**src/pkg/divdcc_pkg.sv**
```systemverilog
package divdcc_pkg;

  // ****************************************
  // register map
  // ****************************************
  localparam logic [7:0]  CTRL_OFS    = 8'h00;
  localparam logic [7:0]  STAGE1_OFS  = 8'h04;
  localparam logic [7:0]  STAGE2_OFS  = 8'h08;
  localparam logic [7:0]  STATUS_OFS  = 8'h0C;

  // control fields
  localparam int          CDIS_BIT    = 0;
  localparam int          BYP1_BIT    = 4;
  localparam int          BYP2_BIT    = 5;
  localparam int          PRE_LSB     = 8;
  localparam int          PRE_W       = 3;

  // status fields
  localparam int          ST_OUT_BIT  = 0;
  localparam int          ST_ERR_BIT  = 1;
  localparam int          ST_RAT_LSB  = 16;

  // stage fields: low count in [7:4], high count in [3:0]
  localparam int          LOW_LSB     = 4;
  localparam int          HIGH_LSB    = 0;

  // ****************************************
  // reset values and widths
  // ****************************************
  localparam logic [31:0] CTRL_RST    = 32'h0000_0000;
  localparam logic [7:0]  STAGE_RST   = 8'h00;
  localparam int          CNT_W       = 16;
  localparam logic [15:0] PERIOD_RST  = 16'h0002;
  localparam logic [15:0] HIGH_RST    = 16'h0001;

  typedef struct packed {
    logic [3:0] low;
    logic [3:0] high;
  } stage_cfg_t;

  typedef struct packed {
    logic [2:0] pre_ratio;
    logic       byp2;
    logic       byp1;
    logic       cdis;
  } chan_cfg_t;

  // stored counts are cycles minus one, so the ratio is low + high + 2
  function automatic logic [5:0] stage_ratio(input stage_cfg_t s);
    stage_ratio = 6'(s.low) + 6'(s.high) + 6'h02;
  endfunction

  // correction needs low == high (even) or low == high + 1 (odd)
  function automatic logic stage_bad(input stage_cfg_t s);
    if (s.low[0] == s.high[0])
      stage_bad = (s.low != s.high);
    else
      stage_bad = (s.low != s.high + 4'h1);
  endfunction

endpackage

```
**src/design/divdcc_top.sv**
```systemverilog
`timescale 1ns/10ps
// Operation
// - correction off, both bypassed: prescaler duty
// - only second bypassed: first stage sets duty
// - both active: second stage sets duty
// - correction on gives fifty percent duty
// - correction on, even prescaler gives fifty percent
// - correction on, odd first stage: fifty percent
// - odd first, even second: fifty percent
// - fields hold cycle count minus one
// - correction on after reset, bit disables
// - channel ratio from bypass and stage ratios
module divdcc_top
  import divdcc_pkg::*;
(
  // clock and reset
  input  wire logic        pclk,
  input  wire logic        presetn,
  // apb slave
  input  wire logic        psel,
  input  wire logic        penable,
  input  wire logic        pwrite,
  input  wire logic [7:0]  paddr,
  input  wire logic [31:0] pwdata,
  output logic             pready,
  output logic [31:0]      prdata,
  output logic             pslverr,
  // divided clock, one pclk is half an input clock cycle
  output logic             clk_out
);

  // ****************************************
  // bus decode
  // ****************************************
  logic        setup;
  logic        wr_en;
  logic        hit_ctrl;
  logic        hit_s1;
  logic        hit_s2;
  logic        hit_st;
  logic        mapped;
  logic [31:0] rd_mux;
  logic        pready_q;
  logic [31:0] prdata_q;
  logic        pslverr_q;
  chan_cfg_t   ctrl_q;
  stage_cfg_t  s1_q;
  stage_cfg_t  s2_q;
  logic        restart_q;

  assign setup    = psel & ~penable & ~pready_q;
  assign hit_ctrl = (paddr == CTRL_OFS);
  assign hit_s1   = (paddr == STAGE1_OFS);
  assign hit_s2   = (paddr == STAGE2_OFS);
  assign hit_st   = (paddr == STATUS_OFS);
  assign mapped   = hit_ctrl | hit_s1 | hit_s2 | hit_st;
  assign wr_en    = setup & pwrite & mapped;

  // ****************************************
  // ratio and duty arithmetic
  // ****************************************
  logic [5:0]       d1;
  logic [5:0]       d2;
  logic [2:0]       pre;
  logic [10:0]      chan;
  logic [CNT_W-1:0] half;
  logic [CNT_W-1:0] period;
  logic [CNT_W-1:0] hi_off;
  logic [CNT_W-1:0] high_len;
  logic             cfg_err;
  logic             wave;

  assign d1  = stage_ratio(s1_q);
  assign d2  = stage_ratio(s2_q);
  assign pre = (ctrl_q.pre_ratio == 3'h0) ? 3'h1 : ctrl_q.pre_ratio;

  // bypassing only the first stage is misuse; the second then divides alone
  assign chan = (ctrl_q.byp1 & ctrl_q.byp2) ? 11'h001 :
                ctrl_q.byp2 ? 11'(d1) :
                ctrl_q.byp1 ? 11'(d2) :
                11'(d1) * 11'(d2);

  assign half   = 16'(pre) * 16'(chan);
  assign period = 16'(half << 1);

  // correction off, both stages bypassed: prescaler odd above one drops one half cycle, as its own output does
  assign hi_off = (ctrl_q.byp1 & ctrl_q.byp2) ?
                    ((pre == 3'h1) ? 16'h0001 :
                     (pre[0] ? 16'(pre) - 16'h0001 : 16'(pre))) :
                  ctrl_q.byp2 ? 16'(16'(pre) * 16'(s1_q.high + 5'h01) * 16'h0002) :
                  ctrl_q.byp1 ? 16'(16'(pre) * 16'(s2_q.high + 5'h01) * 16'h0002) :
                  16'(16'(pre) * 16'(d1) * 16'(s2_q.high + 5'h01) * 16'h0002);

  // with the input at half duty, correction lands exactly on half the period
  assign high_len = ctrl_q.cdis ? hi_off : half;

  // flags a setup that correction cannot honour
  assign cfg_err = ~ctrl_q.cdis &
                   (((~ctrl_q.byp1) & stage_bad(s1_q)) |
                    ((~ctrl_q.byp2) & stage_bad(s2_q)) |
                    (ctrl_q.byp1 & ~ctrl_q.byp2) |
                    (~ctrl_q.byp1 & ~ctrl_q.byp2 & ~d1[0] & d2[0]));

  always_comb
  begin
    rd_mux = 32'h0000_0000;
    if (hit_ctrl)
      rd_mux = 32'(ctrl_q.cdis) << CDIS_BIT | 32'(ctrl_q.byp1) << BYP1_BIT
             | 32'(ctrl_q.byp2) << BYP2_BIT | 32'(ctrl_q.pre_ratio) << PRE_LSB;
    else if (hit_s1)
      rd_mux = 32'(s1_q);
    else if (hit_s2)
      rd_mux = 32'(s2_q);
    else if (hit_st)
      rd_mux = 32'(wave) << ST_OUT_BIT | 32'(cfg_err) << ST_ERR_BIT
             | 32'(chan) << ST_RAT_LSB;
  end

  // ****************************************
  // registers
  // ****************************************
  always_ff @(posedge pclk or negedge presetn)
  begin
    if (!presetn)
    begin
      pready_q  <= 1'b0;
      prdata_q  <= 32'h0000_0000;
      pslverr_q <= 1'b0;
      restart_q <= 1'b0;
    end
    else
    begin
      pready_q  <= setup;
      prdata_q  <= setup ? rd_mux : prdata_q;
      pslverr_q <= setup & ~mapped;
      restart_q <= wr_en & ~hit_st;
    end
  end

  always_ff @(posedge pclk or negedge presetn)
  begin
    if (!presetn)
    begin
      ctrl_q <= chan_cfg_t'({CTRL_RST[PRE_LSB +: PRE_W], CTRL_RST[BYP2_BIT],
                             CTRL_RST[BYP1_BIT], CTRL_RST[CDIS_BIT]});
      s1_q   <= stage_cfg_t'(STAGE_RST);
      s2_q   <= stage_cfg_t'(STAGE_RST);
    end
    else if (wr_en)
    begin
      if (hit_ctrl)
        ctrl_q <= chan_cfg_t'({pwdata[PRE_LSB +: PRE_W], pwdata[BYP2_BIT],
                               pwdata[BYP1_BIT], pwdata[CDIS_BIT]});
      if (hit_s1)
        s1_q <= stage_cfg_t'(pwdata[7:0]);
      if (hit_s2)
        s2_q <= stage_cfg_t'(pwdata[7:0]);
    end
  end

  wave_shaper u_shaper
  (
    .pclk     (pclk),
    .presetn  (presetn),
    .period   (period),
    .high_len (high_len),
    .restart  (restart_q),
    .wave     (wave)
  );

  always_ff @(posedge pclk or negedge presetn)
  begin
    if (!presetn)
      clk_out <= 1'b0;
    else
      clk_out <= wave;
  end

  assign pready  = pready_q;
  assign prdata  = prdata_q;
  assign pslverr = pslverr_q;

  // ****************************************
  // checking
  // ****************************************
  half_duty_a: assert property (@(posedge pclk) disable iff (!presetn)
    !ctrl_q.cdis |-> (high_len + high_len == period))
    else $error("corrected duty is not half the period");

  pre_odd_a: assert property (@(posedge pclk) disable iff (!presetn)
    (ctrl_q.cdis && ctrl_q.byp1 && ctrl_q.byp2 && pre == 3'h3)
      |-> (high_len == 16'h0002 && period == 16'h0006))
    else $error("prescaler three duty not one third");

  pre_five_a: assert property (@(posedge pclk) disable iff (!presetn)
    (ctrl_q.cdis && ctrl_q.byp1 && ctrl_q.byp2 && pre == 3'h5) |-> (high_len == 16'h0004))
    else $error("prescaler five duty not two fifths");

  first_only_a: assert property (@(posedge pclk) disable iff (!presetn)
    (ctrl_q.cdis && !ctrl_q.byp1 && ctrl_q.byp2)
      |-> (high_len * 16'(d1) == period * 16'(s1_q.high + 5'h01)))
    else $error("first stage duty wrong");

  second_sets_a: assert property (@(posedge pclk) disable iff (!presetn)
    (ctrl_q.cdis && !ctrl_q.byp1 && !ctrl_q.byp2)
      |-> (high_len * 16'(d2) == period * 16'(s2_q.high + 5'h01)))
    else $error("second stage duty wrong");

  ratio_a: assert property (@(posedge pclk) disable iff (!presetn)
    (!ctrl_q.byp1 && !ctrl_q.byp2)
      |-> (period == 16'(16'h0002 * 16'(pre) * 16'(d1) * 16'(d2))))
    else $error("channel ratio not the product");

  odd_first_a: assert property (@(posedge pclk) disable iff (!presetn)
    (!ctrl_q.cdis && ctrl_q.byp2 && s1_q.low == s1_q.high + 4'h1) |-> !cfg_err)
    else $error("legal odd first stage flagged");

  rule_err_a: assert property (@(posedge pclk) disable iff (!presetn)
    (!ctrl_q.cdis && ctrl_q.byp1 && !ctrl_q.byp2) |-> cfg_err)
    else $error("first-only bypass not flagged");

  reload_a: assert property (@(posedge pclk) disable iff (!presetn)
    (wr_en && !hit_st) |=> ##1 (u_shaper.hi_q == $past(high_len)))
    else $error("new setting not loaded after write");

endmodule

```
**src/design/wave_shaper.sv**
```systemverilog
`timescale 1ns/10ps
module wave_shaper
  import divdcc_pkg::*;
(
  // clock and reset
  input  wire logic             pclk,
  input  wire logic             presetn,
  // shape request
  input  wire logic [CNT_W-1:0] period,
  input  wire logic [CNT_W-1:0] high_len,
  input  wire logic             restart,
  // shaped level
  output logic                  wave
);

  logic [CNT_W-1:0] cnt_q;
  logic [CNT_W-1:0] cnt_d;
  logic [CNT_W-1:0] per_q;
  logic [CNT_W-1:0] per_d;
  logic [CNT_W-1:0] hi_q;
  logic [CNT_W-1:0] hi_d;
  logic             out_q;
  logic             wrap;
  logic [CNT_W-1:0] run_q;
  logic             clean_q;

  // new settings take effect at a period boundary, or at once on restart after a register write
  assign wrap  = (cnt_q == per_q - 16'h0001) | restart;
  assign cnt_d = wrap ? '0 : cnt_q + 16'h0001;
  assign per_d = wrap ? period : per_q;
  assign hi_d  = wrap ? high_len : hi_q;
  assign wave  = out_q;

  always_ff @(posedge pclk or negedge presetn)
  begin
    if (!presetn)
    begin
      cnt_q <= '0;
      per_q <= PERIOD_RST;
      hi_q  <= HIGH_RST;
      out_q <= 1'b0;
    end
    else
    begin
      cnt_q <= cnt_d;
      per_q <= per_d;
      hi_q  <= hi_d;
      out_q <= (cnt_d < hi_d);
    end
  end

  // ****************************************
  // checking
  // ****************************************
  always_ff @(posedge pclk or negedge presetn)
  begin
    if (!presetn)
    begin
      run_q   <= '0;
      clean_q <= 1'b0;
    end
    else
    begin
      run_q   <= (cnt_d < hi_d) ? run_q + 16'h0001 : '0;
      clean_q <= restart ? 1'b0 : (wrap ? 1'b1 : clean_q);
    end
  end

  high_run_a: assert property (@(posedge pclk) disable iff (!presetn)
    ($fell(out_q) && clean_q && $past(clean_q)) |-> ($past(run_q) == hi_q))
    else $error("high phase length differs from high count");

  period_wrap_a: assert property (@(posedge pclk) disable iff (!presetn)
    (clean_q && !restart && cnt_q == per_q - 16'h0001) |=> (cnt_q == '0 && out_q))
    else $error("period did not restart high");

endmodule

```
**config.mk**
```make
export PLATFORM = sky130hd
export DESIGN_NAME = divdcc_top
export DESIGN_NICKNAME = d
export VERILOG_FILES = /design/src/pkg/divdcc_pkg.sv /design/src/design/divdcc_top.sv /design/src/design/wave_shaper.sv
export SDC_FILE = /design/constraint.sdc
export NUM_CORES = 1
export LEC_CHECK = 0
export ABC_AREA = 1
export BUFFER_PORTS_ARGS = -buffer_cell sky130_fd_sc_hd__buf_2
export CAP_MARGIN = 20
export CORE_MARGIN = 1
export CORE_UTILIZATION = 45
export DETAILED_ROUTE_END_ITERATION = 8
export HOLD_SLACK_MARGIN = 0.12
export REMOVE_ABC_BUFFERS = 1
export SYNTH_ARGS = -nofsm -noshare
export SYNTH_HDL_FRONTEND = slang
export SYNTH_SLANG_ARGS = --single-unit
```
**constraint.sdc**
```tcl
create_clock -name pclk -period 9.3 [get_ports pclk]
set_clock_uncertainty 0.05 [all_clocks]
set_input_delay 1.86 -clock pclk [delete_from_list [all_inputs] [get_ports pclk]]
set_output_delay 1.86 -clock pclk [all_outputs]
set_load 0.1 [all_outputs]
```
==> results of run 1 <==
[registers in the layout, summed over array words and instances (netlist names)]
| name | cells |
|---|---|
| prdata | 22 |
| restart_q | 1 |
| u_shaper.cnt_q | 16 |
| u_shaper.hi_q | 16 |
| u_shaper.wave | 1 |
| u_shaper.per_q | 14 |
| pslverr | 1 |
| s2_q | 8 |
| s1_q | 8 |
| pready | 1 |
| ctrl_q | 6 |
| clk_out | 1 |
[worst max-delay path: cells and delay by family, from the launching register on]
kind,cells,cell delay [ns]
AO/OA/AOI/OAI,10,1.82
XOR/XNOR,2,0.50
adder cells (fa/ha/maj),10,3.73
buffers and inverters,9,0.79
flip-flops,1,0.41
AND/OR/NAND/NOR,13,1.19
[path summary, 6_finish.rpt]
path                                       start  cells past startpoint  slack [ns]                           to
setup / recovery             s1_q[1]$_DFFE_PN0P_                     44        0.73      u_shaper.wave$_DFF_PN0_
setup reg to reg             s1_q[1]$_DFFE_PN0P_                     44        0.73      u_shaper.wave$_DFF_PN0_
hold / removal             prdata[1]$_DFFE_PN0P_                      2        0.43        prdata[1]$_DFFE_PN0P_
max in group asynchronous                presetn                      2        6.64  u_shaper.hi_q[14]$_DFF_PN0_
min in group asynchronous                presetn                      1        1.39        prdata[8]$_DFFE_PN0P_
hold reg to reg            prdata[1]$_DFFE_PN0P_                      2        0.43        prdata[1]$_DFFE_PN0P_
[Yosys cell counts (6+ instances only)]
cell,count,area (um^2)
nor2_1,148,556
clkbuf_1,17,63.8
inv_1,257,965
fa_1,62,1240
ha_1,109,1360
nor3_1,11,55.1
or2_2,8,50.1
a211oi_1,6,45.0
nand3_1,47,235
xor2_1,32,280
o21ai_0,71,355
o21bai_1,6,45.0
xnor2_1,18,158
o21ai_1,20,100
buf_2,7,35.0
nand4_1,9,56.3
a21oi_1,53,265
buf_4,12,90.1
dfrtp_1,93,2330
nand2_1,335,1260
[power groups by stage]
stage | Clock, mW | Sequential (mW) | Combinational (mW)
floorplan | 0 | 0.474 | 0.143
global placement | 0 | 0.461 | 0.208
detailed placement | 0 | 0.461 | 0.212
CTS | 0.371 | 0.453 | 0.213
global route | 0.384 | 0.455 | 0.241
finish | 0.364 | 0.452 | 0.209
[logic make-up (layout without fill, tap and decap cells)]
logic type / Yosys count / count (layout) / synth area share [%]
flops: 95 / 95 / 23.2
mux: 3 / 3 / 0.440
xor+xnor: 50 / 50 / 4.28
compound gates: 188 / 188 / 10.5
fa+ha+maj: 171 / 171 / 25.4
buf+inv: 305 / 341 / 11.9
simple gates: 585 / 585 / 24.2
other cells: 1 / 10 / 0.0366
[cells in the final DEF (no fill, tap or decap), types with 4 or more instances in the layout]
cell / instances
nand2_1: 335
a21oi_1: 53
nor3_1: 11
nand3b_1: 4
or2_2: 8
inv_2: 4
o221ai_1: 5
nand3_1: 47
ha_1: 109
nor2_2: 5
fa_1: 62
a211oi_1: 6
buf_2: 47
clkinv_1: 5
conb_1: 10
xor2_1: 32
xnor2_1: 18
o21bai_1: 6
o21ai_1: 20
inv_1: 257
o31ai_1: 5
clkbuf_16: 9
nand4_1: 9
o21ai_0: 71
dfrtp_1: 93
nor2_1: 148
buf_4: 11
[stage by stage]
step,util (%),hold slack [ns],power [mW],cells
after detailed placement,48.6,0.405,0.673,1707
after floorplan,-,0.304,0.617,1369
after CTS,49.8,0.432,1.04,1723
final,49.8,0.427,1.03,1723
after global routing,49.8,0.464,1.08,1723
after global placement,48.6,0.409,0.668,1707
[cell type report]
type / count / area, um^2 / share of cell area [%]
repair buffers: 58 / 318 / 2.89
clock buffers: 11 / 233 / 2.12
clock inverters: 5 / 38.8 / 0.353
flip-flops and latches: 95 / 2380 / 21.6
inverters: 267 / 1000 / 9.12
multi-input cells: 1007 / 6680 / 60.7
well taps: 280 / 350 / 3.18
[layer usage]
layer  wire [um]  vias up
met5           0        -
met4         330        0
met3        1050       27
met2       11800      174
met1       12300     4105
li1            -     4436
==> results.json, run 1 <==
{
  "cts_setup_buffers": 0,
  "ys_seq_area_share_pct": 23.2,
  "dpl-instance-area_um2": 10700,
  "crit_path_top_delay_cell": "fa_1",
  "required_ns": 9.53,
  "timing.critical_path.mode_cell": "inv_1",
  "layout-drive-gt1-share_pct": 7.83,
  "drv_cap": 0,
  "fillCellCount": 2252,
  "netlist_area_um2": 10200,
  "fin_area_um2": 11000,
  "setup_violations": 0,
  "route.detailed.drc": 0,
  "synth_warnings": 0,
  "cts-resized-gates": 0,
  "cp-start-kind": "flop",
  "cts_tree": "yes",
  "p_sw_mw": 0.339,
  "use_met1_pct": 31.6,
  "tns_ns": 0,
  "criticalPathCategory": "flop to flop",
  "vias": 8742,
  "grt_first_pass_wirelength_um": 43100,
  "post-route-min-period_ns": 8.57,
  "post-place-ws_ns": 0.791,
  "numCtsBuffers": 9,
  "p_seq_share_pct": 44.1,
  "syn_area_per_cell_um2": 7.32,
  "ant_nets": 0,
  "clkSlewWorstSetupHoldPaths_ns": 0.07,
  "start_util_pct": 46.3,
  "antenna_found_initial": 0,
  "routed_wl_um": 25600,
  "min-delay-path-class": "flop to flop",
  "clockBufferDepth": 2,
  "nets": 1654,
  "h-tree-depth": 3,
  "met2_usage_pct": 38.6,
  "antenna_cells": 0,
  "synth.lib_cells_used.distinct": 55,
  "die_area_um2": 23400,
  "core-area_um2": 22100,
  "io_buffers": 48,
  "detailed_place_hpwl_um": 20900,
  "hold_buffers": 0,
  "clock_power_share_pct": 35.5,
  "place.gp.congestion": 0.868,
  "first_global_vias": 8637,
  "p_leak_nw": 6.07,
  "grtUsageMet3_pct": 3.26,
  "syn_inst": 1398,
  "wl_per_cell_um": 14.8,
  "crit_path_end_kind": "flop",
  "grt_usage_pct": 23.1,
  "ir_drop_v": 0.000101,
  "dieWidth_um": 153,
  "critPathMaxFanout": 7,
  "grt_overflow": 0,
  "p_per_area_nw_per_um2": 93.2,
  "fmax_mhz": 117,
  "rows": 54,
  "synth-edff-count": 0,
  "swShare_pct": 33.1,
  "syn_to_final_growth_pct": 7.44,
  "drt_pass1_iterations": 5,
  "drt_iter0_drc": 457,
  "rsz0062_at_grt": "no",
  "setup_ws_ns": 0.733,
  "io_pins": 80,
  "yosys_register_bits": 95,
  "arrival_ns": 8.80,
  "clkLatencyLatePin_ns": 0.36,
  "synth_ff_type": "dfrtp_1",
  "synthArstFlopShare_pct": 100,
  "grt_max_degree": 62,
  "comb_power_share_pct": 20.4,
  "vias_per_cell": 5.07,
  "period_share_pct": 92.1,
  "crit_path_max_incr_delay_ns": 0.54,
  "gr-max-usage-layer": "met2",
  "slew_headroom_pct": 40.2,
  "outcome": "finished clean",
  "slew_violations": 0,
  "worstMarginPinSlew_ns": 0.894,
  "clockRootBuffer": "clkbuf_16",
  "p_int_mw": 0.686,
  "die_h_um": 153,
  "clock_sinks": 95,
  "hold_violations": 0
}
Power figures use the tool's default switching activity.
==> run 2: changes to the inputs <==
--- a/config.mk
+++ b/config.mk
@@ -9,7 +9,7 @@
 export BUFFER_PORTS_ARGS = -buffer_cell sky130_fd_sc_hd__buf_2
 export CAP_MARGIN = 20
 export CORE_MARGIN = 1
-export CORE_UTILIZATION = 45
+export CORE_UTILIZATION = 40
 export DETAILED_ROUTE_END_ITERATION = 8
 export HOLD_SLACK_MARGIN = 0.12
 export REMOVE_ABC_BUFFERS = 1
==> run 2 against run 1 <==
Net effect: critical path depth down 1; core utilization is 5.8 points lower; design area increased by 0.76%; die area rose by 12%; combinational power hardly changed; count of clock-buffer cells in the layout decreased by 2; via count down 0.19%; routed wire length rose by 1.3%.
==> results.json, run 2 (synthesis gave the netlist of run 1 again) <==
{
  "outcome": "finished clean",
  "criticalPathCategory": "flop to flop",
  "critPathCapture": "u_shaper.wave$_DFF_PN0_",
  "clockRootBuffer": "clkbuf_16",
  "slew_violations": 0,
  "place.gp.congestion": 0.866,
  "post-route-min-period_ns": 8.46,
  "hp-start": "u_shaper.hi_q[15]$_DFF_PN0_",
  "nets": 1654,
  "r2r_setup_slack_ns": 0.84,
  "clock_power_share_pct": 36.4,
  "crit_path_top_delay_cell": "fa_1",
  "power_mw": 1.04,
  "seqCellArea_um2": 2380,
  "cts_tree": "yes",
  "post-place-ws_ns": 0.808,
  "fillCellCount": 2613,
  "p_sw_mw": 0.353,
  "clkLatencyLatePin_ns": 0.37,
  "p_int_mw": 0.689,
  "required_ns": 9.54,
  "final_cell_mix": "335 x nand2_1, 257 x inv_1, 148 x nor2_1",
  "rows": 58,
  "holdWs_ns": 0.424,
  "r2r_start": "s1_q[1]$_DFFE_PN0P_",
  "dpl-instance-area_um2": 10800,
  "layout_commonest_cell": "nand2_1",
  "routed_wl_um": 25900,
  "swShare_pct": 33.9,
  "min-delay-path-class": "flop to flop",
  "fin_area_um2": 11100,
  "io_pins": 80,
  "p_per_area_nw_per_um2": 94.0,
  "cp-start-kind": "flop",
  "setup_ws_ns": 0.844,
  "die_h_um": 162,
  "final_util_pct": 44.0,
  "dieWidth_um": 162,
  "rsz0062_at_grt": "no",
  "antenna_cells": 0,
  "p_leak_nw": 6.08,
  "detailed_place_hpwl_um": 20800,
  "crit_path_max_incr_delay_ns": 0.55,
  "numCtsBuffers": 9,
  "p_seq_share_pct": 43.4,
  "grt_first_pass_wirelength_um": 43100,
  "slew_headroom_pct": 35.7,
  "vias": 8725,
  "hold_buffers": 0,
  "die_area_um2": 26200,
  "timing.critical_path.mode_cell": "inv_1",
  "hold_violations": 0,
  "grt_usage_pct": 20.9,
  "cp-startpoint": "s1_q[1]$_DFFE_PN0P_",
  "drt_iter0_drc": 477,
  "reg2reg_depth": 43,
  "vias_per_cell": 4.92,
  "tns_ns": 0,
  "route.detailed.drc": 0,
  "layout-drive-gt1-share_pct": 8.04,
  "largest_reg_flops": 22,
  "crit_path_end_kind": "flop",
  "grt_overflow": 0,
  "worstMarginPinSlew_ns": 0.961,
  "multiInputGateArea_um2": 6690,
  "comb_power_share_pct": 20.1,
  "critPathMaxFanout": 7,
  "start_util_pct": 40.7,
  "h-tree-depth": 3,
  "clkSlewWorstSetupHoldPaths_ns": 0.07,
  "ant_nets": 0,
  "syn_to_final_growth_pct": 8.26,
  "place_inst": 1757,
  "wl_per_cell_um": 14.6,
  "drv_cap": 0,
  "ir_drop_v": 0.0000796,
  "period_share_pct": 90.9,
  "drt_pass1_iterations": 5,
  "clock_sinks": 95,
  "io_buffers": 48,
  "core-area_um2": 25200,
  "setup_violations": 0,
  "worst_r2r_endpoint": "u_shaper.wave$_DFF_PN0_",
  "clockBufferDepth": 2,
  "first_global_vias": 8654,
  "arrival_ns": 8.70,
  "antenna_found_initial": 0,
  "final_cells": 1773,
  "fmax_mhz": 118,
  "grt_max_degree": 54
}
-- run 2: routing by layer --
metal	track usage [%]	part of all wire [%]	vias up	wire (um)
met4	6.43	2.0	0	528
li1	-	-	4431	-
met1	27.7	47	4110	12100
met5	0	0	-	0
met2	35.3	47	160	12200
met3	2.66	4.2	24	1100
-- run 2: area by class of cell --
class,count,share of cell area (%)
Clock buffer,9,2.03
Clock inverter,7,0.553
Inverter,267,9.05
Multi-Input combinational cell,1007,60.3
Sequential cell,95,21.5
Tap cell,330,3.72
Timing Repair Buffer,58,2.87
-- run 2: how the worst min path moves through the flow --
stage / to / cells after the start
2_1_floorplan: clk_out$_DFF_PN0_ / 0
3_3_place_gp: u_shaper.hi_q[15]$_DFF_PN0_ / 2
3_5_place_dp: u_shaper.hi_q[15]$_DFF_PN0_ / 2
4_1_cts: u_shaper.hi_q[15]$_DFF_PN0_ / 2
5_1_grt: prdata[8]$_DFFE_PN0P_ / 2
6_report: u_shaper.hi_q[15]$_DFF_PN0_ / 2
-- run 2: critical path: cells and delay by family (launching register included) --
kind            cells  cell delay (ns)
fa+ha+maj          10             3.71
compound gates     11             1.64
simple gates       11             1.38
buf+inv            10             0.80
flops               1             0.43
xor+xnor            1             0.33
-- run 2: power by group through the flow --
stage / Sequential, mW / Clock, mW / Combinational, mW
after floorplan: 0.474 / 0 / 0.143
after global placement: 0.461 / 0 / 0.207
after detailed placement: 0.461 / 0 / 0.213
after CTS: 0.453 / 0.392 / 0.214
after global routing: 0.456 / 0.405 / 0.239
final: 0.453 / 0.380 / 0.210
-- run 2: what timing repair did --
item,in CTS,in global routing
buffers inserted,0,0
endpoints found under the hold margin,0,0
endpoints found under the setup margin,0,1
gates resized for setup,0,1
